File: config.mk
export PLATFORM = sky130hd
export DESIGN_NAME = wsg_top
export DESIGN_NICKNAME = d
export VERILOG_FILES = /design/src/hdl/wsg_pkg.sv /design/src/hdl/wsg_channel.sv /design/src/hdl/wsg_top.sv
export SDC_FILE = /design/constraint.sdc
export NUM_CORES = 1
export LEC_CHECK = 0
export ABC_AREA = 1
export BUFFER_PORTS_ARGS = -buffer_cell sky130_fd_sc_hd__buf_2
export CORE_MARGIN = 1.5
export CORE_UTILIZATION = 50
export CTS_BUF_LIST = sky130_fd_sc_hd__clkbuf_2
export CTS_CLUSTER_SIZE = 12
export DETAILED_ROUTE_END_ITERATION = 8
export GPL_TIMING_DRIVEN = 0
export PLACE_DENSITY_LB_ADDON = 0.05
export SLEW_MARGIN = 30
export SYNTH_ARGS = -nofsm -noshare
export SYNTH_HDL_FRONTEND = slang
export SYNTH_SLANG_ARGS = --single-unit
File: constraint.sdc
create_clock -name clk_i -period 1.38 [get_ports clk_i]
set_input_delay 0 -clock clk_i [delete_from_list [all_inputs] [get_ports clk_i]]
set_output_delay 0 -clock clk_i [all_outputs]
set_load 0.05 [all_outputs]
File: src/hdl/wsg_pkg.sv
// Package for the withdrawable switchgear supervision block
package wsg_pkg;
	// Position codes
	localparam logic [1:0] POS_INDETERM = 2'h0;
	localparam logic [1:0] POS_OPEN = 2'h1;
	localparam logic [1:0] POS_CLOSED = 2'h2;
	localparam logic [1:0] POS_DISTURB = 2'h3;
	// Register byte offsets
	localparam logic [4:0] REG_CTRL = 5'h00;
	localparam logic [4:0] REG_CMD = 5'h04;
	localparam logic [4:0] REG_STATUS = 5'h08;
	localparam logic [4:0] REG_IRQ_STAT = 5'h0C;
	localparam logic [4:0] REG_IRQ_CLR = 5'h10;
	localparam logic [4:0] REG_IRQ_EN = 5'h14;
	localparam logic [4:0] REG_ELEM_TIME = 5'h18;
	localparam logic [4:0] REG_TRUCK_TIME = 5'h1C;
	// Control fields
	localparam int CTRL_INTERLOCK = 0;
	localparam int CTRL_PROT_ROUTE = 1;
	localparam int CTRL_DWELL_EN = 2;
	localparam int CTRL_OVR_EN = 3;
	localparam int CTRL_OVR_POS = 4;
	// Command fields
	localparam int CMD_ELEM_CLOSE = 0;
	localparam int CMD_ELEM_OPEN = 1;
	localparam int CMD_TRUCK_IN = 2;
	localparam int CMD_TRUCK_OUT = 3;
	// Time fields: move-close, move-open, dwell, 8 bits each in ticks
	localparam int TIME_W = 8;
	localparam int TIME_CLOSE_LSB = 0;
	localparam int TIME_OPEN_LSB = 8;
	localparam int TIME_DWELL_LSB = 16;
	localparam logic [7:0] TIME_CLOSE_RST = 8'h0A;
	localparam logic [7:0] TIME_OPEN_RST = 8'h0A;
	localparam logic [7:0] TIME_DWELL_RST = 8'h00;
	// Timer tick of 1 ms
	localparam int CLK_HZ = 50000000;
	localparam int TICK_US = 1000;
	localparam int TICK_CYC = CLK_HZ / 1000000 * TICK_US;
	// Interrupt events
	localparam int IRQ_W = 5;
	localparam int EV_ELEM_DONE = 0;
	localparam int EV_ELEM_DISTURB = 1;
	localparam int EV_TRUCK_DONE = 2;
	localparam int EV_TRUCK_DISTURB = 3;
	localparam int EV_REMOVED = 4;
	localparam logic [31:0] BUS_ZERO = 32'h0000_0000;
endpackage

File: src/hdl/wsg_channel.sv
// One switchgear channel: position validation and command pulse timing
`timescale 1ns/100ps
`default_nettype none
module wsg_channel (
	input wire logic clk_i,
	input wire logic rst_i,
	input wire logic tick_i,
	input wire logic aux_closed_i,
	input wire logic aux_open_i,
	input wire logic cmd_close_i,
	input wire logic cmd_open_i,
	input wire logic dwell_en_i,
	input wire logic [7:0] t_close_i,
	input wire logic [7:0] t_open_i,
	input wire logic [7:0] t_dwell_i,
	output logic [1:0] pos_o,
	output logic close_out_o,
	output logic open_out_o,
	output logic done_o,
	output logic disturb_o
);
	typedef enum logic [3:0] {
		WSG_IDLE = 4'h1,
		WSG_MOVE = 4'h2,
		WSG_DWELL = 4'h4,
		WSG_FAIL = 4'h8
	} wsg_state_t;

	wsg_state_t state_q;
	logic [7:0] cnt_q;
	logic dir_close_q;
	logic [1:0] static_pos;
	logic reached;

	always_comb begin
		unique case ({aux_closed_i, aux_open_i})
			2'b10: static_pos = wsg_pkg::POS_CLOSED;
			2'b01: static_pos = wsg_pkg::POS_OPEN;
			default: static_pos = wsg_pkg::POS_DISTURB;
		endcase
	end
	assign reached = dir_close_q ? (static_pos == wsg_pkg::POS_CLOSED)
		: (static_pos == wsg_pkg::POS_OPEN);

	// New command restarts the counter; end position clears it, expiry loads the dwell time
	always_ff @(posedge clk_i) begin
		done_o <= 1'b0;
		disturb_o <= 1'b0;
		if (rst_i) begin
			state_q <= WSG_IDLE;
			cnt_q <= 8'h00;
			dir_close_q <= 1'b0;
		end else if (cmd_close_i || cmd_open_i) begin
			state_q <= WSG_MOVE;
			dir_close_q <= cmd_close_i;
			cnt_q <= cmd_close_i ? t_close_i : t_open_i;
		end else begin
			unique case (state_q)
				WSG_MOVE: begin
					if (reached) begin
						state_q <= WSG_IDLE;
						cnt_q <= 8'h00;
						done_o <= 1'b1;
					end else if (cnt_q == 8'h00) begin
						state_q <= (dwell_en_i && t_dwell_i != 8'h00) ? WSG_DWELL : WSG_FAIL;
						cnt_q <= t_dwell_i;
						// Any path into the fault state raises the disturbed event
						disturb_o <= !(dwell_en_i && t_dwell_i != 8'h00);
					end else if (tick_i) begin
						cnt_q <= cnt_q - 8'h01;
					end
				end
				WSG_DWELL: begin
					if (cnt_q == 8'h00) begin
						state_q <= WSG_IDLE;
					end else if (tick_i) begin
						cnt_q <= cnt_q - 8'h01;
					end
				end
				WSG_FAIL: begin
					// Fault holds until a clean end position appears or a new command arrives
					if (static_pos != wsg_pkg::POS_DISTURB) begin
						state_q <= WSG_IDLE;
					end
				end
				default: state_q <= WSG_IDLE;
			endcase
		end
	end

	always_ff @(posedge clk_i) begin
		if (rst_i) begin
			pos_o <= wsg_pkg::POS_INDETERM;
		end else begin
			unique case (state_q)
				WSG_MOVE: pos_o <= reached ? static_pos : wsg_pkg::POS_INDETERM;
				WSG_DWELL: pos_o <= wsg_pkg::POS_INDETERM;
				WSG_FAIL: pos_o <= wsg_pkg::POS_DISTURB;
				default: pos_o <= static_pos;
			endcase
		end
	end

	// Pulse never outlasts the moving time and drops on feedback
	always_ff @(posedge clk_i) begin
		if (rst_i) begin
			close_out_o <= 1'b0;
			open_out_o <= 1'b0;
		end else begin
			close_out_o <= (cmd_close_i || (state_q == WSG_MOVE && dir_close_q && !reached
				&& cnt_q != 8'h00));
			open_out_o <= (cmd_open_i && !cmd_close_i) || (state_q == WSG_MOVE
				&& !dir_close_q && !reached && cnt_q != 8'h00);
		end
	end
endmodule
`default_nettype wire

File: src/hdl/wsg_top.sv
// Withdrawable switchgear supervision with Wishbone register access
//
// Summary of operation
// - Positions coded 0 indeterminate, 1 open, 2 closed, 3 disturbed.
// - Indeterminate while moving timer runs; disturbed if it expires without feedback, unless dwell is enabled with a nonzero dwell time.
// - Withdrawable object is two channels: switching element and movable truck.
// - One combined position code for both channels, plus a removed flag.
// - Removed flag is set while the plug input reports removal.
// - While removed, element position reads open whatever its contacts say.
// - Position override is refused while the element is removed.
// - Truck withdraw blocked while element closed, only when interlock set.
// - Element commands accepted with truck withdrawn or inserted.
// - Element takes closed, open, ready, removed; truck only closed and open.
// - Earthing part takes only earthed and open contacts.
// - Element and truck channels each hold their own close, open and dwell times.
// - Same moving times judge position and bound command pulses.
// - Close pulse lasts at most close moving time, ends on closed.
// - Open pulse lasts at most open moving time, ends on open.
// - Protection commands optionally routed onto the control relays.
`timescale 1ns/100ps
`default_nettype none
module wsg_top (
	input wire logic clk_i,
	input wire logic rst_i,
	input wire logic [4:0] wb_adr_i,
	input wire logic [31:0] wb_dat_i,
	input wire logic [3:0] wb_sel_i,
	input wire logic wb_we_i,
	input wire logic wb_cyc_i,
	input wire logic wb_stb_i,
	output logic [31:0] wb_dat_o,
	output logic wb_ack_o,
	input wire logic elem_aux_closed_i,
	input wire logic elem_aux_open_i,
	input wire logic elem_ready_i,
	input wire logic elem_removed_i,
	input wire logic truck_aux_closed_i,
	input wire logic truck_aux_open_i,
	input wire logic earth_aux_earthed_i,
	input wire logic earth_aux_open_i,
	input wire logic prot_close_i,
	input wire logic prot_open_i,
	output logic [1:0] pos_o,
	output logic removed_o,
	output logic [1:0] earth_pos_o,
	output logic elem_close_o,
	output logic elem_open_o,
	output logic truck_in_o,
	output logic truck_out_o,
	output logic irq_o
);
	localparam int NPIN = 8;

	logic [NPIN-1:0] pin_raw;
	logic [NPIN-1:0] sync1_q;
	logic [NPIN-1:0] sync2_q;
	logic [31:0] ctrl_q;
	logic [31:0] elem_time_q;
	logic [31:0] truck_time_q;
	logic [3:0] cmd_q;
	logic [wsg_pkg::IRQ_W-1:0] irq_stat_q;
	logic [wsg_pkg::IRQ_W-1:0] irq_en_q;
	logic [15:0] tick_cnt_q;
	logic tick_q;
	logic removed_prev_q;
	logic wb_req;
	logic wb_wr;
	logic [31:0] wmask;

	logic e_aux_c, e_aux_o, e_ready, e_rem, t_aux_c, t_aux_o, g_aux_e, g_aux_o;
	logic [1:0] elem_pos, truck_pos, earth_pos, elem_pos_eff;
	logic elem_close, elem_open, truck_in, truck_out;
	logic elem_done, elem_dist, truck_done, truck_dist;
	logic elem_cmd_c, elem_cmd_o, truck_cmd_i, truck_cmd_o, earth_cmd_unused;
	logic [wsg_pkg::IRQ_W-1:0] events;

	// Contact and plug pins pass two flops before use; protection inputs are used directly
	assign pin_raw = {earth_aux_open_i, earth_aux_earthed_i, truck_aux_open_i,
		truck_aux_closed_i, elem_removed_i, elem_ready_i, elem_aux_open_i, elem_aux_closed_i};
	always_ff @(posedge clk_i) begin
		if (rst_i) begin
			sync1_q <= '0;
			sync2_q <= '0;
		end else begin
			sync1_q <= pin_raw;
			sync2_q <= sync1_q;
		end
	end
	assign {g_aux_o, g_aux_e, t_aux_o, t_aux_c, e_rem, e_ready, e_aux_o, e_aux_c} = sync2_q;

	// Timer tick
	always_ff @(posedge clk_i) begin
		if (rst_i) begin
			tick_cnt_q <= 16'h0000;
			tick_q <= 1'b0;
		end else if (tick_cnt_q == 16'(wsg_pkg::TICK_CYC - 1)) begin
			tick_cnt_q <= 16'h0000;
			tick_q <= 1'b1;
		end else begin
			tick_cnt_q <= tick_cnt_q + 16'h0001;
			tick_q <= 1'b0;
		end
	end

	// Wishbone classic: one-cycle ack, request sampled when ack is low
	assign wb_req = wb_cyc_i && wb_stb_i && !wb_ack_o;
	assign wb_wr = wb_req && wb_we_i;
	generate
		for (genvar b = 0; b < 4; b++) begin : g_mask
			assign wmask[8*b+7:8*b] = {8{wb_sel_i[b]}};
		end
	endgenerate

	always_ff @(posedge clk_i) begin
		if (rst_i) begin
			wb_ack_o <= 1'b0;
		end else begin
			wb_ack_o <= wb_req;
		end
	end

	always_ff @(posedge clk_i) begin
		if (rst_i) begin
			wb_dat_o <= wsg_pkg::BUS_ZERO;
		end else if (wb_req && !wb_we_i) begin
			unique case (wb_adr_i)
				wsg_pkg::REG_CTRL: wb_dat_o <= ctrl_q;
				wsg_pkg::REG_STATUS: wb_dat_o <= {22'h0, e_ready, earth_pos_o, truck_pos,
					elem_pos_eff, removed_o, pos_o};
				wsg_pkg::REG_IRQ_STAT: wb_dat_o <= {27'h0, irq_stat_q};
				wsg_pkg::REG_IRQ_EN: wb_dat_o <= {27'h0, irq_en_q};
				wsg_pkg::REG_ELEM_TIME: wb_dat_o <= elem_time_q;
				wsg_pkg::REG_TRUCK_TIME: wb_dat_o <= truck_time_q;
				default: wb_dat_o <= wsg_pkg::BUS_ZERO;
			endcase
		end
	end

	// Configuration registers
	always_ff @(posedge clk_i) begin
		if (rst_i) begin
			ctrl_q <= wsg_pkg::BUS_ZERO;
			elem_time_q <= {8'h00, wsg_pkg::TIME_DWELL_RST, wsg_pkg::TIME_OPEN_RST,
				wsg_pkg::TIME_CLOSE_RST};
			truck_time_q <= {8'h00, wsg_pkg::TIME_DWELL_RST, wsg_pkg::TIME_OPEN_RST,
				wsg_pkg::TIME_CLOSE_RST};
			irq_en_q <= '0;
		end else if (wb_wr) begin
			if (wb_adr_i == wsg_pkg::REG_CTRL) begin
				ctrl_q <= (ctrl_q & ~wmask) | (wb_dat_i & wmask & 32'h0000_001F);
			end
			if (wb_adr_i == wsg_pkg::REG_ELEM_TIME) begin
				elem_time_q <= (elem_time_q & ~wmask) | (wb_dat_i & wmask & 32'h00FF_FFFF);
			end
			if (wb_adr_i == wsg_pkg::REG_TRUCK_TIME) begin
				truck_time_q <= (truck_time_q & ~wmask) | (wb_dat_i & wmask & 32'h00FF_FFFF);
			end
			if (wb_adr_i == wsg_pkg::REG_IRQ_EN && wb_sel_i[0]) begin
				irq_en_q <= wb_dat_i[wsg_pkg::IRQ_W-1:0];
			end
		end
	end

	// Command strobes, one cycle each
	always_ff @(posedge clk_i) begin
		if (rst_i) begin
			cmd_q <= 4'h0;
		end else if (wb_wr && wb_adr_i == wsg_pkg::REG_CMD && wb_sel_i[0]) begin
			cmd_q <= wb_dat_i[3:0];
		end else begin
			cmd_q <= 4'h0;
		end
	end

	// Element commands work regardless of truck position
	assign elem_cmd_c = cmd_q[wsg_pkg::CMD_ELEM_CLOSE] ||
		(ctrl_q[wsg_pkg::CTRL_PROT_ROUTE] && prot_close_i);
	assign elem_cmd_o = !elem_cmd_c && (cmd_q[wsg_pkg::CMD_ELEM_OPEN] ||
		(ctrl_q[wsg_pkg::CTRL_PROT_ROUTE] && prot_open_i));
	assign truck_cmd_i = cmd_q[wsg_pkg::CMD_TRUCK_IN];
	// Truck withdraw blocked when insert is also set, or when interlock enabled and element closed
	assign truck_cmd_o = !truck_cmd_i && cmd_q[wsg_pkg::CMD_TRUCK_OUT] &&
		!(ctrl_q[wsg_pkg::CTRL_INTERLOCK] && elem_pos_eff == wsg_pkg::POS_CLOSED);

	// Switching element: closed, open contacts; ready and removed handled here
	wsg_channel u_elem (
		.clk_i(clk_i),
		.rst_i(rst_i),
		.tick_i(tick_q),
		.aux_closed_i(e_aux_c),
		.aux_open_i(e_aux_o),
		.cmd_close_i(elem_cmd_c),
		.cmd_open_i(elem_cmd_o),
		.dwell_en_i(ctrl_q[wsg_pkg::CTRL_DWELL_EN]),
		.t_close_i(elem_time_q[wsg_pkg::TIME_CLOSE_LSB +: wsg_pkg::TIME_W]),
		.t_open_i(elem_time_q[wsg_pkg::TIME_OPEN_LSB +: wsg_pkg::TIME_W]),
		.t_dwell_i(elem_time_q[wsg_pkg::TIME_DWELL_LSB +: wsg_pkg::TIME_W]),
		.pos_o(elem_pos),
		.close_out_o(elem_close),
		.open_out_o(elem_open),
		.done_o(elem_done),
		.disturb_o(elem_dist)
	);

	// Truck: closed and open contacts only
	wsg_channel u_truck (
		.clk_i(clk_i),
		.rst_i(rst_i),
		.tick_i(tick_q),
		.aux_closed_i(t_aux_c),
		.aux_open_i(t_aux_o),
		.cmd_close_i(truck_cmd_i),
		.cmd_open_i(truck_cmd_o),
		.dwell_en_i(ctrl_q[wsg_pkg::CTRL_DWELL_EN]),
		.t_close_i(truck_time_q[wsg_pkg::TIME_CLOSE_LSB +: wsg_pkg::TIME_W]),
		.t_open_i(truck_time_q[wsg_pkg::TIME_OPEN_LSB +: wsg_pkg::TIME_W]),
		.t_dwell_i(truck_time_q[wsg_pkg::TIME_DWELL_LSB +: wsg_pkg::TIME_W]),
		.pos_o(truck_pos),
		.close_out_o(truck_in),
		.open_out_o(truck_out),
		.done_o(truck_done),
		.disturb_o(truck_dist)
	);

	// Earthing part: earthed and open contacts only, no commands here
	assign earth_cmd_unused = 1'b0;
	wsg_channel u_earth (
		.clk_i(clk_i),
		.rst_i(rst_i),
		.tick_i(tick_q),
		.aux_closed_i(g_aux_e),
		.aux_open_i(g_aux_o),
		.cmd_close_i(earth_cmd_unused),
		.cmd_open_i(earth_cmd_unused),
		.dwell_en_i(earth_cmd_unused),
		.t_close_i(wsg_pkg::TIME_CLOSE_RST),
		.t_open_i(wsg_pkg::TIME_OPEN_RST),
		.t_dwell_i(wsg_pkg::TIME_DWELL_RST),
		.pos_o(earth_pos),
		.close_out_o(),
		.open_out_o(),
		.done_o(),
		.disturb_o()
	);

	// Removed forces open; override only honoured while not removed
	always_comb begin
		if (e_rem) begin
			elem_pos_eff = wsg_pkg::POS_OPEN;
		end else if (ctrl_q[wsg_pkg::CTRL_OVR_EN]) begin
			elem_pos_eff = ctrl_q[wsg_pkg::CTRL_OVR_POS] ? wsg_pkg::POS_CLOSED : wsg_pkg::POS_OPEN;
		end else begin
			elem_pos_eff = elem_pos;
		end
	end

	// Combined code: a moving or faulty element or truck channel dominates, else element position
	always_ff @(posedge clk_i) begin
		if (rst_i) begin
			pos_o <= wsg_pkg::POS_INDETERM;
			removed_o <= 1'b0;
			earth_pos_o <= wsg_pkg::POS_INDETERM;
		end else begin
			removed_o <= e_rem;
			earth_pos_o <= earth_pos;
			if (elem_pos_eff == wsg_pkg::POS_DISTURB || truck_pos == wsg_pkg::POS_DISTURB) begin
				pos_o <= wsg_pkg::POS_DISTURB;
			end else if (elem_pos_eff == wsg_pkg::POS_INDETERM
				|| truck_pos == wsg_pkg::POS_INDETERM) begin
				pos_o <= wsg_pkg::POS_INDETERM;
			end else begin
				pos_o <= elem_pos_eff;
			end
		end
	end

	always_ff @(posedge clk_i) begin
		if (rst_i) begin
			elem_close_o <= 1'b0;
			elem_open_o <= 1'b0;
			truck_in_o <= 1'b0;
			truck_out_o <= 1'b0;
		end else begin
			elem_close_o <= elem_close;
			elem_open_o <= elem_open;
			truck_in_o <= truck_in;
			truck_out_o <= truck_out;
		end
	end

	// Sticky events; a new event beats a clear in the same cycle
	always_ff @(posedge clk_i) begin
		if (rst_i) begin
			removed_prev_q <= 1'b0;
		end else begin
			removed_prev_q <= e_rem;
		end
	end
	assign events = {e_rem && !removed_prev_q, truck_dist, truck_done, elem_dist, elem_done};

	always_ff @(posedge clk_i) begin
		if (rst_i) begin
			irq_stat_q <= '0;
			irq_o <= 1'b0;
		end else begin
			if (wb_wr && wb_adr_i == wsg_pkg::REG_IRQ_CLR && wb_sel_i[0]) begin
				irq_stat_q <= (irq_stat_q & ~wb_dat_i[wsg_pkg::IRQ_W-1:0]) | events;
			end else begin
				irq_stat_q <= irq_stat_q | events;
			end
			irq_o <= |(irq_stat_q & irq_en_q);
		end
	end
endmodule
`default_nettype wire
==> After elaboration in Yosys (flattened, before gate mapping) <==
Index checks and enable logic that the tools add are counted.
{ "op_classes": {"n_addsub": 4, "muxes": 59, "reduce_logical": 88, "eq_ne": 52, "bitwise_logic": 18} }
{ "op_table": {"columns": ["operator", "count"], "rows": [
  ["32-bit case mux with 6 select lines", 1],
  ["8-bit 2-to-1 mux", 16],
  ["32-bit AND", 3],
  ["32-bit by 24-bit OR with 32-bit output", 2],
  ["4-bit 2-to-1 mux", 14],
  ["8-bit case mux with 2 select lines", 3],
  ["4-bit case mux with 3 select lines", 3],
  ["1-bit logical AND", 32],
  ["32-bit NOT", 1],
  ["32-bit by 5-bit OR with 32-bit output", 1],
  ["8-bit nonzero test", 4],
  ["24-bit AND", 1],
  ["8-bit zero test", 3],
  ["8-bit by 1-bit subtractor with 8-bit output (second input constant)", 3],
  ["3-bit by 1-bit != test with 1-bit output (second input constant)", 7],
  ["5-bit equality test (second input constant)", 4],
  ["2-bit 2-to-1 mux", 10],
  ["2-bit case mux with 3 select lines", 3],
  ["16-bit by 1-bit adder with 16-bit output (second input constant)", 1],
  ["16-bit equality test (second input constant)", 1],
  ["2-bit equality test (second input constant)", 8],
  ["3-bit AND reduction", 5],
  ["5-bit OR reduction", 3],
  ["2-bit AND reduction", 7],
  ["25 further kinds", 85]
]} }
{ "word_totals": {"regBits": 238, "output_inout_bits": 43, "word_cells": 262, "in_bits": 56} }

==> Depth between registers and ports, before layout <==
Gate-level depths: netlist (run 1).
{ "depth": {"depth_word": 10, "mapped_depth": 11, "depth_no_buf": 11} }

==> Cells and area by module <==
Synthesis (run 1) repeated with hierarchy kept, for this count alone.
{ "hier_totals": {"hier_cells": 1593, "area_unflattened_um2": 11417.2} }
{ "by_module_without_submodules": {"columns": ["module", "cells_each", "instances", "seq_area_each_um2", "area_per_inst_um2"], "rows": [
  ["wsg_top", 975, 1, 3723.6, 7220.7],
  ["wsg_channel", 206, 3, 380.4, 1398.8]
]} }

==> Worst setup path after synthesis (run 1) <==
OpenSTA, ideal clock, no wires.
{ "synth_timing": {"path_type": "register to register", "startpoint": "reg wb_ack_o", "endpoint": "reg with a tool-made name", "stages_incl_launch_ff": 10, "setup_time_ns": 0.070, "path_slack_ns": -0.156, "t_required_ns": 1.310, "t_arrival_ns": 1.467, "period_less_slack_ns": 1.536, "path_buffers": 1, "cell_sequence": "dfxtp_1 > nor2_1 > nand2_1 > inv_2 > nand2_4 > inv_1 > nand2_2 > buf_2 > o21ai_1 > a21oi_1"} }
{ "synth_rtl": {"columns": ["item", "line_no", "source"], "rows": [
  ["start: declaration", "wsg_top.sv:32", "output logic wb_ack_o,"],
  ["start signal: assignment", "wsg_top.sv:118", "wb_ack_o <= wb_req;"]
]} }

==> Worst setup path after layout (run 1) <==
{ "layout_timing": {"startpoint": "reg wb_ack_o", "endpoint": "reg wb_dat_o[17]"} }
{ "layout_between": {"elab_chain_cells": 3} }
{ "layout_lines": {"columns": ["item", "line_no", "source"], "rows": [
  ["1-bit zero test", "wsg_top.sv:106", "assign wb_req = wb_cyc_i && wb_stb_i && !wb_ack_o;"],
  ["1-bit logical AND", "wsg_top.sv:106", null],
  ["1-bit logical AND", "wsg_top.sv:125", "end else if (wb_req && !wb_we_i) begin"],
  ["end signal: assignment", "wsg_top.sv:124", "wb_dat_o <= wsg_pkg::BUS_ZERO;"],
  ["end signal: assignment", "wsg_top.sv:127", "wsg_pkg::REG_CTRL: wb_dat_o <= ctrl_q;"],
  ["end signal: assignment", "wsg_top.sv:128", "wsg_pkg::REG_STATUS: wb_dat_o <= {22'h0, e_ready, earth_pos_o, truck_pos,"],
  ["end: declaration", "wsg_top.sv:31", "output logic [31:0] wb_dat_o,"]
]} }
No other way between the ends.
A chain may end at the register's enable or synchronous reset.

==> impl_metrics.yaml, run 1 <==
logic_synthesis:
  synth-compound-area-share_pct: 16.98
  synth.distinct_cells: 45
  synthMuxAreaShare_pct: 0
  synth-edff-count: 0
  synth_area_leaders: "dfxtp_1 (46%), nand2_1 (9.0%), inv_1 (7.0%)"
  synth-simple-area-share_pct: 25.49
  synth_xor_area_share_pct: 0.6169
  ys_top_cells_by_count: "nand2_1 (238), dfxtp_1 (226), inv_1 (185), nor2_1 (154), a21oi_1 (114)"
  yosysTopAreaCell: "dfxtp_1"
  synth_top_family_by_area: "simple AND/OR/NAND/NOR gates"
  syn_nets: 1394
  synthArstFlopShare_pct: 0
  ys_ff_latch: 226
  synthFlopType: "dfxtp_1"
  synth_adder_area_share_pct: 0.8813
  syn_area_per_cell_um2: 7.467
  synth_most_common_cell: "nand2_1"
  synth_seq_area_share_pct: 45.52
  synth_area_um2: 9938
  yosys_warnings: 0
  yosys.area.top_type_share_pct: 45.52
  synth_cells: 1331
clocking:
  cts_root_buf: "clkbuf_2"
  cts_buffers: 58
  max-clock-path-buffers: 3
  clkSinkCount: 226
  htree_levels: 2
  worstSkewPairLatency_ns: 0.86
  path_clk_slew_ns: 0.09
  cts_tree: "yes"
power:
  netSwitchingPower_mw: 3.423
  pwr-share-seq_pct: 53.6
  power.leakage_nw: 5.962
  pwr-share-comb_pct: 8.6
  pwr-share-clk_pct: 37.7
  swShare_pct: 27.76
  p_int_mw: 8.905
  vdd_drop_max_v: 0.0005749
  powerDensity_nw_per_um2: 848.1
  power_mw: 12.33
global_routing:
  grt.overflow.total: 0
  grt_max_degree: 16
  track_usage_pct: 31.76
  antenna_found_initial: 1
  grt_pass1_vias: 9891
  grt_pass1_wl_um: 50520
setup_path:
  path_max_fanout: 10
  crit_buf_inv: 4
  max_stage_delay_ns: 0.38
  crit_chain: "nor2_4 > buf_4 > inv_1 > nor2_4 > inv_2 > buf_4 > nand2_1 > a21oi_1"
  endpoint_kind: "flop"
  worst_path_max_delay_cell: "dfxtp_4"
  required_ns: 2.08
  path_class: "flop to flop"
  path_depth: 8
  arrival_ns: 2.26
  path_delay_family: "buffers and inverters"
  reg2reg_depth: 8
  startpoint_type: "flop"
floorplanning:
  coreArea_um2: 19460
  dieHeight_um: 144.0
  ios: 99
  die_x_um: 144.0
  die_area_um2: 20730
  initial_core_util_pct: 51.06
  rows: 51
placement:
  dp_hpwl_um: 21800
  io_buffers: 89
  place_ws_ns: -0.4069
  post-place-cells: 1685
  gp_congestion: 0.9251
  dpl_cell_area_um2: 10740
run_status:
  status: "complete, but fails checks"
  violations: "setup timing"
cells_and_area:
  fin_nets: 1712
  drive_above_1_share_pct: 37.55
  fin_util_pct: 74.68
  final_cells: 1957
  final_area_um2: 14540
  syn2layout_area_growth_pct: 46.25
sta:
  totalNegativeSetupSlack_ns: -9.176
  holdWs_ns: 0.02803
  setup_ws_ns: -0.1808
  worst_pin_slew_ns: 0.8841
  min_period_ns: 1.561
  maxSlewViolCount: 0
  fin_skew_ns: 0.05010
  maxSlewHeadroom_pct: 41.06
  report.final.setup_viol: 142
  max_freq_mhz: 640.7
  fin_crit_sh_pct: 113.1
  grt_setup_unrepaired: "true"
  hold_viol: 0
drt:
  drt_wl_total_um: 34330
  antenna_left: 0
  wl_per_cell_um: 17.54
  drt_iter0_drc: 741
  drc_errors: 0
  dr.pass1.iters: 5
  viasPerCell: 5.313
  num_vias: 10400
worst_hold_path:
  holdPathStages: 4
  min_path_type: "input port to flop"
run:
  max_cap_violations: 0
## logic make-up (layout without fill, tap and decap cells)
group / count (synthesis) / in the layout
buf+inv: 251 / 610
simple gates: 550 / 551
fa+ha+maj: 7 / 7
compound gates: 290 / 290
xor+xnor: 7 / 7
flops: 226 / 226
other cells: 0 / 1
## path summary, 6_finish.rpt
path | startpoint | endpoint | slack, ns
setup reg to reg | wb_ack_o | wb_dat_o[17] | -0.18
setup / recovery | wb_ack_o | wb_dat_o[17] | -0.18
hold / removal | wb_dat_i[6] | flop | 0.03
hold reg to reg | u_elem.close_out_o | elem_close_o | 0.39
## area by class of cell
cell class	count	area, um2
Antenna cell	1	2.502
Buffer	49	355.3
Clock buffer	89	445.4
Clock inverter	13	76.32
Fill cell	1471	4927
Inverter	201	805.8
Multi-Input combinational cell	855	5400
Sequential cell	226	4628
Tap cell	265	331.6
Timing Repair Buffer	257	2482
Timing Repair inverter	1	7.507
## per-layer routing
layer	track usage, %	routed length [um]	vias to the layer above	part of all wire [%]
li1	-	-	4998	-
met1	39.90	14130	4924	41
met2	53.31	16670	385	49
met3	6.424	2346	91	6.8
met4	12.73	1182	0	3.4
met5	0	0	-	0
## power groups by stage
stage	Sequential, mW	Combinational (mW)	Clock (mW)
global route	6.62	1.13	5.04
floorplan	6.79	0.319	0
detailed placement	6.76	0.617	0
CTS	6.62	0.933	4.68
finish	6.61	1.06	4.65
global placement	6.76	0.613	0
## worst reg2reg max path, stage by stage, from the launching register on
cell and delay (ns):
dfxtp_4 0.38, nor2_4 0.14, buf_4 0.14, inv_1 0.08, nor2_4 0.20, inv_2 0.11
buf_4 0.19, nand2_1 0.11, a21oi_1 0.08
## layout by cell type, fill, tap and decap left out, types with 13 or more instances in the layout
| cell type | count |
|---|---|
| nand4_1 | 16 |
| dlygate4sd3_1 | 80 |
| inv_1 | 159 |
| buf_4 | 58 |
| a21oi_1 | 95 |
| buf_8 | 39 |
| nand2_2 | 27 |
| a21oi_2 | 16 |
| clkbuf_2 | 92 |
| nor2_4 | 33 |
| buf_6 | 51 |
| o21ai_2 | 43 |
| o21ai_1 | 24 |
| clkbuf_1 | 19 |
| nor2_1 | 116 |
| nand2_4 | 13 |
| inv_2 | 29 |
| o21ai_0 | 41 |
| dfxtp_1 | 165 |
| nand3_1 | 27 |
| buf_2 | 51 |
| nor2_2 | 24 |
| dfxtp_2 | 50 |
| o22ai_1 | 20 |
| nand3_2 | 13 |
| nor3_1 | 45 |
| nand2_1 | 205 |
## timing repair
| action | 4_1_cts | 5_1_grt |
|---|---|---|
| setup endpoints to repair | 211 | 198 |
| cloned | 3 | 3 |
| hold buffers | 80 | 0 |
| gates resized for setup | 342 | 235 |
| pin swaps | 83 | 73 |
| hold endpoints to repair | 189 | 0 |
| buffers inserted | 61 | 25 |
Note: power is estimated with default switching activity, not from simulation.
==> run 2, diff against run 1 <==
--- a/config.mk
+++ b/config.mk
@@ -9,7 +9,7 @@
 export BUFFER_PORTS_ARGS = -buffer_cell sky130_fd_sc_hd__buf_2
 export CORE_MARGIN = 1.5
 export CORE_UTILIZATION = 50
-export CTS_BUF_LIST = sky130_fd_sc_hd__clkbuf_2
+export CTS_BUF_LIST = sky130_fd_sc_hd__clkbuf_8
 export CTS_CLUSTER_SIZE = 12
 export DETAILED_ROUTE_END_ITERATION = 8
 export GPL_TIMING_DRIVEN = 0
==> run 2 against run 1 <==
  * The run still ends with setup timing left
  * Core utilization is 3.0 points lower
  * Via count is 3.8% lower
  * Cell count is 3.8% lower
  * Sequential cell count stayed put
  * Global-route usage is 1.2 points lower
==> impl_metrics.yaml, run 2 (same netlist as run 1, synthesis figures left out) <==
setup_path:
  r2r-start: "sync2_q[4]"
  max_stage_delay_ns: 0.37
  path_class: "flop to flop"
  reg2reg_depth: 9
  path_max_fanout: 4
  crit_top_cell: "inv_4"
  timing.reg2reg.setup_slack_ns: -0.15
  crit_chain: "inv_4 > ha_4 > inv_4 > o21ai_4 > nand2_4 > buf_4 > buf_6 > nand4_1 > a21oi_2"
  worst_path_max_delay_cell: "dfxtp_4"
  arrival_ns: 1.91
  endpoint_kind: "flop"
  required_ns: 1.76
  r2r_end: "u_truck.open_out_o"
  startpoint_type: "flop"
sta:
  min_period_ns: 1.525
  setup_ws_ns: -0.1450
  totalNegativeSetupSlack_ns: -3.064
  fin_crit_sh_pct: 110.5
  grt_setup_unrepaired: "true"
  holdWs_ns: 0.001736
  fin_skew_ns: 0.01325
  worst_pin_slew_ns: 0.9041
  maxSlewHeadroom_pct: 39.73
  max_freq_mhz: 655.7
  report.final.setup_viol: 62
  maxSlewViolCount: 0
  hold_viol: 0
placement:
  dpl_cell_area_um2: 10740
  io_buffers: 89
  place_ws_ns: -0.4069
  dp_hpwl_um: 21800
  gp_congestion: 0.9251
drt:
  drt_wl_total_um: 32480
  dr.pass1.iters: 6
  wl_per_cell_um: 17.26
  antenna_left: 0
  drc_errors: 0
  viasPerCell: 5.316
  drt_iter0_drc: 600
  num_vias: 10000
power:
  pwr-share-clk_pct: 46.3
  power.leakage_nw: 5.666
  netSwitchingPower_mw: 3.439
  p_int_mw: 10.61
  pwr-share-seq_pct: 47.1
  vdd_drop_max_v: 0.0007911
  swShare_pct: 24.47
  pwr-share-comb_pct: 6.5
  powerDensity_nw_per_um2: 1007
floorplanning:
  rows: 51
  die_x_um: 144.0
  initial_core_util_pct: 51.06
  coreArea_um2: 19460
  die_area_um2: 20730
  dieHeight_um: 144.0
  ios: 99
cells_and_area:
  antenna-diode-count: 0
  drive_above_1_share_pct: 33.89
  syn2layout_area_growth_pct: 40.43
  final_common_cell: "nand2_1"
  fin_nets: 1651
  final_area_um2: 13960
  mostFrequentLayoutCells: "nand2_1 (206), dfxtp_1 (205), inv_1 (168)"
global_routing:
  antenna_found_initial: 0
  grt_pass1_vias: 9246
  grt_max_degree: 11
  track_usage_pct: 30.55
  grt.overflow.total: 0
  grt_pass1_wl_um: 48380
clocking:
  clkSinkCount: 226
  cts_tree: "yes"
  cts_root_buf: "clkbuf_8"
  cts_buffers: 41
  worstSkewPairLatency_ns: 0.54
  htree_levels: 2
  path_clk_slew_ns: 0.06
  max-clock-path-buffers: 3
run_status:
  status: "complete, but fails checks"
  violations: "setup timing"
worst_hold_path:
  holdPathStages: 4
  min_path_type: "input port to flop"
  hold_path_startpoint: "wb_sel_i[1]"
run:
  max_cap_violations: 0
run 2: cell count changes in the layout (fill, tap and decap cells not counted), moves of 14 or more:
cell	previous run	this run
clkbuf_2	92	2
buf_2	51	95
buf_8	39	3
buf_6	51	37
clkbuf_8	0	54
dfxtp_2	50	15
dlygate4sd3_1	80	42
o21ai_2	43	28
dfxtp_1	165	205
run 2: timing repair:
| item | CTS | global route |
|---|---|---|
| endpoints found under the hold margin | 112 | 0 |
| endpoints found under the setup margin | 171 | 170 |
| hold buffers | 42 | 0 |
| cloned | 3 | 6 |
| gates resized for setup | 197 | 199 |
| buffers inserted | 52 | 24 |
| pin swaps | 70 | 72 |
run 2: worst max-delay path, delay by kind of cell, from the launching register on:
family,cells,cell delay (ns)
AOI/OAI and AO/OA,2,0.27
adders and majority gates,1,0.15
buffers and inverters,4,0.37
DFF,1,0.37
and+or+nand+nor,2,0.21
run 2: worst max-delay path by stage:
stage                               start  slack [ns]  depth (start not counted)                  to
after detailed placement       sync2_q[5]       -0.41                          9    u_truck.pos_o[1]
after floorplan           u_elem.cnt_q[0]      -0.009                          9     u_elem.cnt_q[0]
after CTS                   tick_cnt_q[0]       -0.09                          8      tick_cnt_q[12]
after global routing           sync2_q[4]       -0.19                          9  u_truck.open_out_o
after global placement         sync2_q[5]       -0.38                          9    u_truck.pos_o[0]
final                          sync2_q[4]       -0.15                          9  u_truck.open_out_o
run 2: layout make-up:
type / count / area (um2)
Clock buffer: 54 / 743.2
Sequential cell: 226 / 4566
Multi-Input combinational cell: 855 / 5425
Fill cell: 1569 / 5507
Tap cell: 265 / 331.6
Timing Repair Buffer: 212 / 1620
Timing Repair inverter: 1 / 7.507
Buffer: 50 / 354.1
Clock inverter: 18 / 107.6
Inverter: 201 / 800.8
run 2: layer usage:
metal	GRT usage, %	vias up	routed length (um)
li1	-	4844	-
met3	5.993	70	2184
met1	40.03	4756	13860
met4	10.26	0	995
met5	0	-	0
met2	50.34	334	15430
run 2: metrics by stage:
stage | util [%] | total power [mW] | std cells
after floorplan | - | 7.112 | 1331
after global routing | 71.71 | 14.51 | 1882
after CTS | 67.14 | 14.01 | 1854
after detailed placement | 55.20 | 7.378 | 1685
after global placement | 55.20 | 7.373 | 1685
final | 71.71 | 14.05 | 1882
run 2: power groups by stage:
stage / sequential [mW] / clock, mW / combinational [mW]
after floorplan: 6.79 / 0 / 0.319
after global placement: 6.76 / 0 / 0.613
after detailed placement: 6.76 / 0 / 0.617
final: 6.63 / 6.51 / 0.919
after CTS: 6.62 / 6.58 / 0.813
after global routing: 6.63 / 6.90 / 0.985
==> run 3, diff against run 2 <==
--- a/config.mk
+++ b/config.mk
@@ -14,7 +14,7 @@
 export DETAILED_ROUTE_END_ITERATION = 8
 export GPL_TIMING_DRIVEN = 0
 export PLACE_DENSITY_LB_ADDON = 0.05
-export SLEW_MARGIN = 30
 export SYNTH_ARGS = -nofsm -noshare
 export SYNTH_HDL_FRONTEND = slang
 export SYNTH_SLANG_ARGS = --single-unit
+export TNS_END_PERCENT = 1
==> run 3 against run 2 <==
  * The flow still finishes with violations (setup timing)
  * Die area is the same
  * Count of clock-buffer cells in the layout down 7
  * Hold slack improved by 0.087 ns
  * Power decreased by 4.2%
  * Clock skew increased by 0.014 ns
  * First-iteration DRC count grew 19%
  * Global-route usage is 0.43 points lower
  * Sequential power about the same
  * Sequential cell count is the same
  * Largest cell class unchanged
==> impl_metrics.yaml, run 3 (same netlist as run 1, synthesis figures left out) <==
global_routing:
  grt_max_degree: 12
  grt_pass1_vias: 8924
  track_usage_pct: 30.11
  grt.overflow.total: 0
  grt_pass1_wl_um: 47360
  antenna_found_initial: 1
sta:
  worst_pin_slew_ns: 0.9120
  grt_setup_unrepaired: "true"
  maxSlewHeadroom_pct: 39.20
  fin_crit_sh_pct: 111.8
  hold_viol: 0
  maxSlewViolCount: 0
  report.final.setup_viol: 45
  min_period_ns: 1.543
  holdWs_ns: 0.08887
  setup_ws_ns: -0.1633
  totalNegativeSetupSlack_ns: -2.654
  fin_skew_ns: 0.02718
  max_freq_mhz: 648.0
floorplanning:
  rows: 51
  initial_core_util_pct: 51.06
  coreArea_um2: 19460
  die_x_um: 144.0
  die_area_um2: 20730
  ios: 99
  dieHeight_um: 144.0
drt:
  viasPerCell: 5.266
  drt_wl_total_um: 30720
  drt_iter0_drc: 713
  drc_errors: 0
  num_vias: 9563
  dr.pass1.iters: 5
  antenna_left: 0
  wl_per_cell_um: 16.92
clocking:
  cts_buffers: 40
  max-clock-path-buffers: 3
  worstSkewPairLatency_ns: 0.55
  clkSinkCount: 226
  htree_levels: 2
  path_clk_slew_ns: 0.06
  cts_tree: "yes"
  cts_root_buf: "clkbuf_8"
cells_and_area:
  fin_nets: 1590
  final_area_um2: 12660
  syn2layout_area_growth_pct: 27.40
  final_cells: 1816
  final_common_cell: "nand2_1"
  drive_above_1_share_pct: 24.95
  antenna-diode-count: 0
  mostFrequentLayoutCells: "nand2_1 (221), dfxtp_1 (211), inv_1 (181)"
power:
  pwr-share-clk_pct: 44.8
  power.leakage_nw: 5.278
  swShare_pct: 24.64
  p_int_mw: 10.14
  powerDensity_nw_per_um2: 1063
  pwr-share-comb_pct: 6.0
  netSwitchingPower_mw: 3.316
  pwr-share-seq_pct: 49.2
  power_mw: 13.46
  vdd_drop_max_v: 0.0008626
setup_path:
  crit_top_cell: "inv_4"
  required_ns: 1.81
  crit_chain: "inv_4 > ha_4 > inv_4 > nor3_4 > buf_6 > nand3_4 > nor2_2 > nor2_1 > o21ai_1 > a21oi_1"
  path_delay_family: "simple AND/OR/NAND/NOR gates"
  max_stage_delay_ns: 0.37
  reg2reg_depth: 10
  path_depth: 10
  endpoint_kind: "flop"
  crit_buf_inv: 3
  path_class: "flop to flop"
  timing.reg2reg.setup_slack_ns: -0.16
  worst_path_max_delay_cell: "dfxtp_4"
  path_max_fanout: 5
  startpoint_type: "flop"
  arrival_ns: 1.97
worst_hold_path:
  holdPathStages: 6
  min_path_type: "input port to flop"
run:
  max_cap_violations: 0
placement:
  post-place-cells: 1685
  dp_hpwl_um: 22130
  io_buffers: 89
  dpl_cell_area_um2: 10720
  gp_congestion: 0.9081
run_status:
  violations: "setup timing"
  status: "complete, but fails checks"
-- run 3: final cells by class --
cell class / count / area, um2
fillers: 1780 / 6802
clock buffers: 47 / 646.9
inverters: 201 / 775.7
repair buffers: 153 / 1062
well taps: 265 / 331.6
multi-input cells: 855 / 4855
plain buffers: 50 / 327.8
clock inverters: 19 / 113.9
flip-flops and latches: 226 / 4548
-- run 3: through the flow --
step	setup slack [ns]	util, %
2_1_floorplan	-0.1062	-
3_3_place_gp	-0.4500	55.06
3_5_place_dp	-0.4419	55.06
4_1_cts	-0.09324	63.75
5_1_grt	-0.2296	65.05
6_report	-0.1633	65.05
-- run 3: final timing paths --
path / start / to
max: u_elem.cnt_q[1] / u_elem.cnt_q[0]
min: wb_adr_i[0] / flop
max reg2reg: u_elem.cnt_q[1] / u_elem.cnt_q[0]
min reg2reg: sync1_q[0] / sync2_q[0]
-- run 3: power by group through the flow --
stage / registers [mW] / clock network [mW] / logic, mW
2_1_floorplan: 6.79 / 0 / 0.316
3_3_place_gp: 6.76 / 0 / 0.626
3_5_place_dp: 6.76 / 0 / 0.627
4_1_cts: 6.62 / 6.11 / 0.776
5_1_grt: 6.62 / 6.46 / 0.869
6_report: 6.62 / 6.03 / 0.809
-- run 3: timing repair --
| item | CTS | global route |
|---|---|---|
| hold buffers | 42 | 0 |
| setup buffers | 16 | 5 |
| endpoints found under the hold margin | 106 | 0 |
| gates resized for setup | 132 | 74 |
| pin swaps | 34 | 32 |
| gates cloned | 2 | 0 |
| endpoints found under the setup margin | 175 | 154 |
-- run 3: routing by layer --
layer | wire (um) | track usage (%) | vias up
met5 | 13 | 0 | -
met4 | 1374 | 13.91 | 2
met3 | 1957 | 4.338 | 91
met2 | 13760 | 47.97 | 348
met1 | 13610 | 40.37 | 4404
li1 | - | - | 4718
-- run 3: worst min-delay path, delay by kind of cell --
| kind | cells | cell delay, ns |
|---|---|---|
| and+or+nand+nor | 3 | 0.28 |
| buffers and inverters | 2 | 0.21 |
| AOI/OAI and AO/OA | 1 | 0.08 |
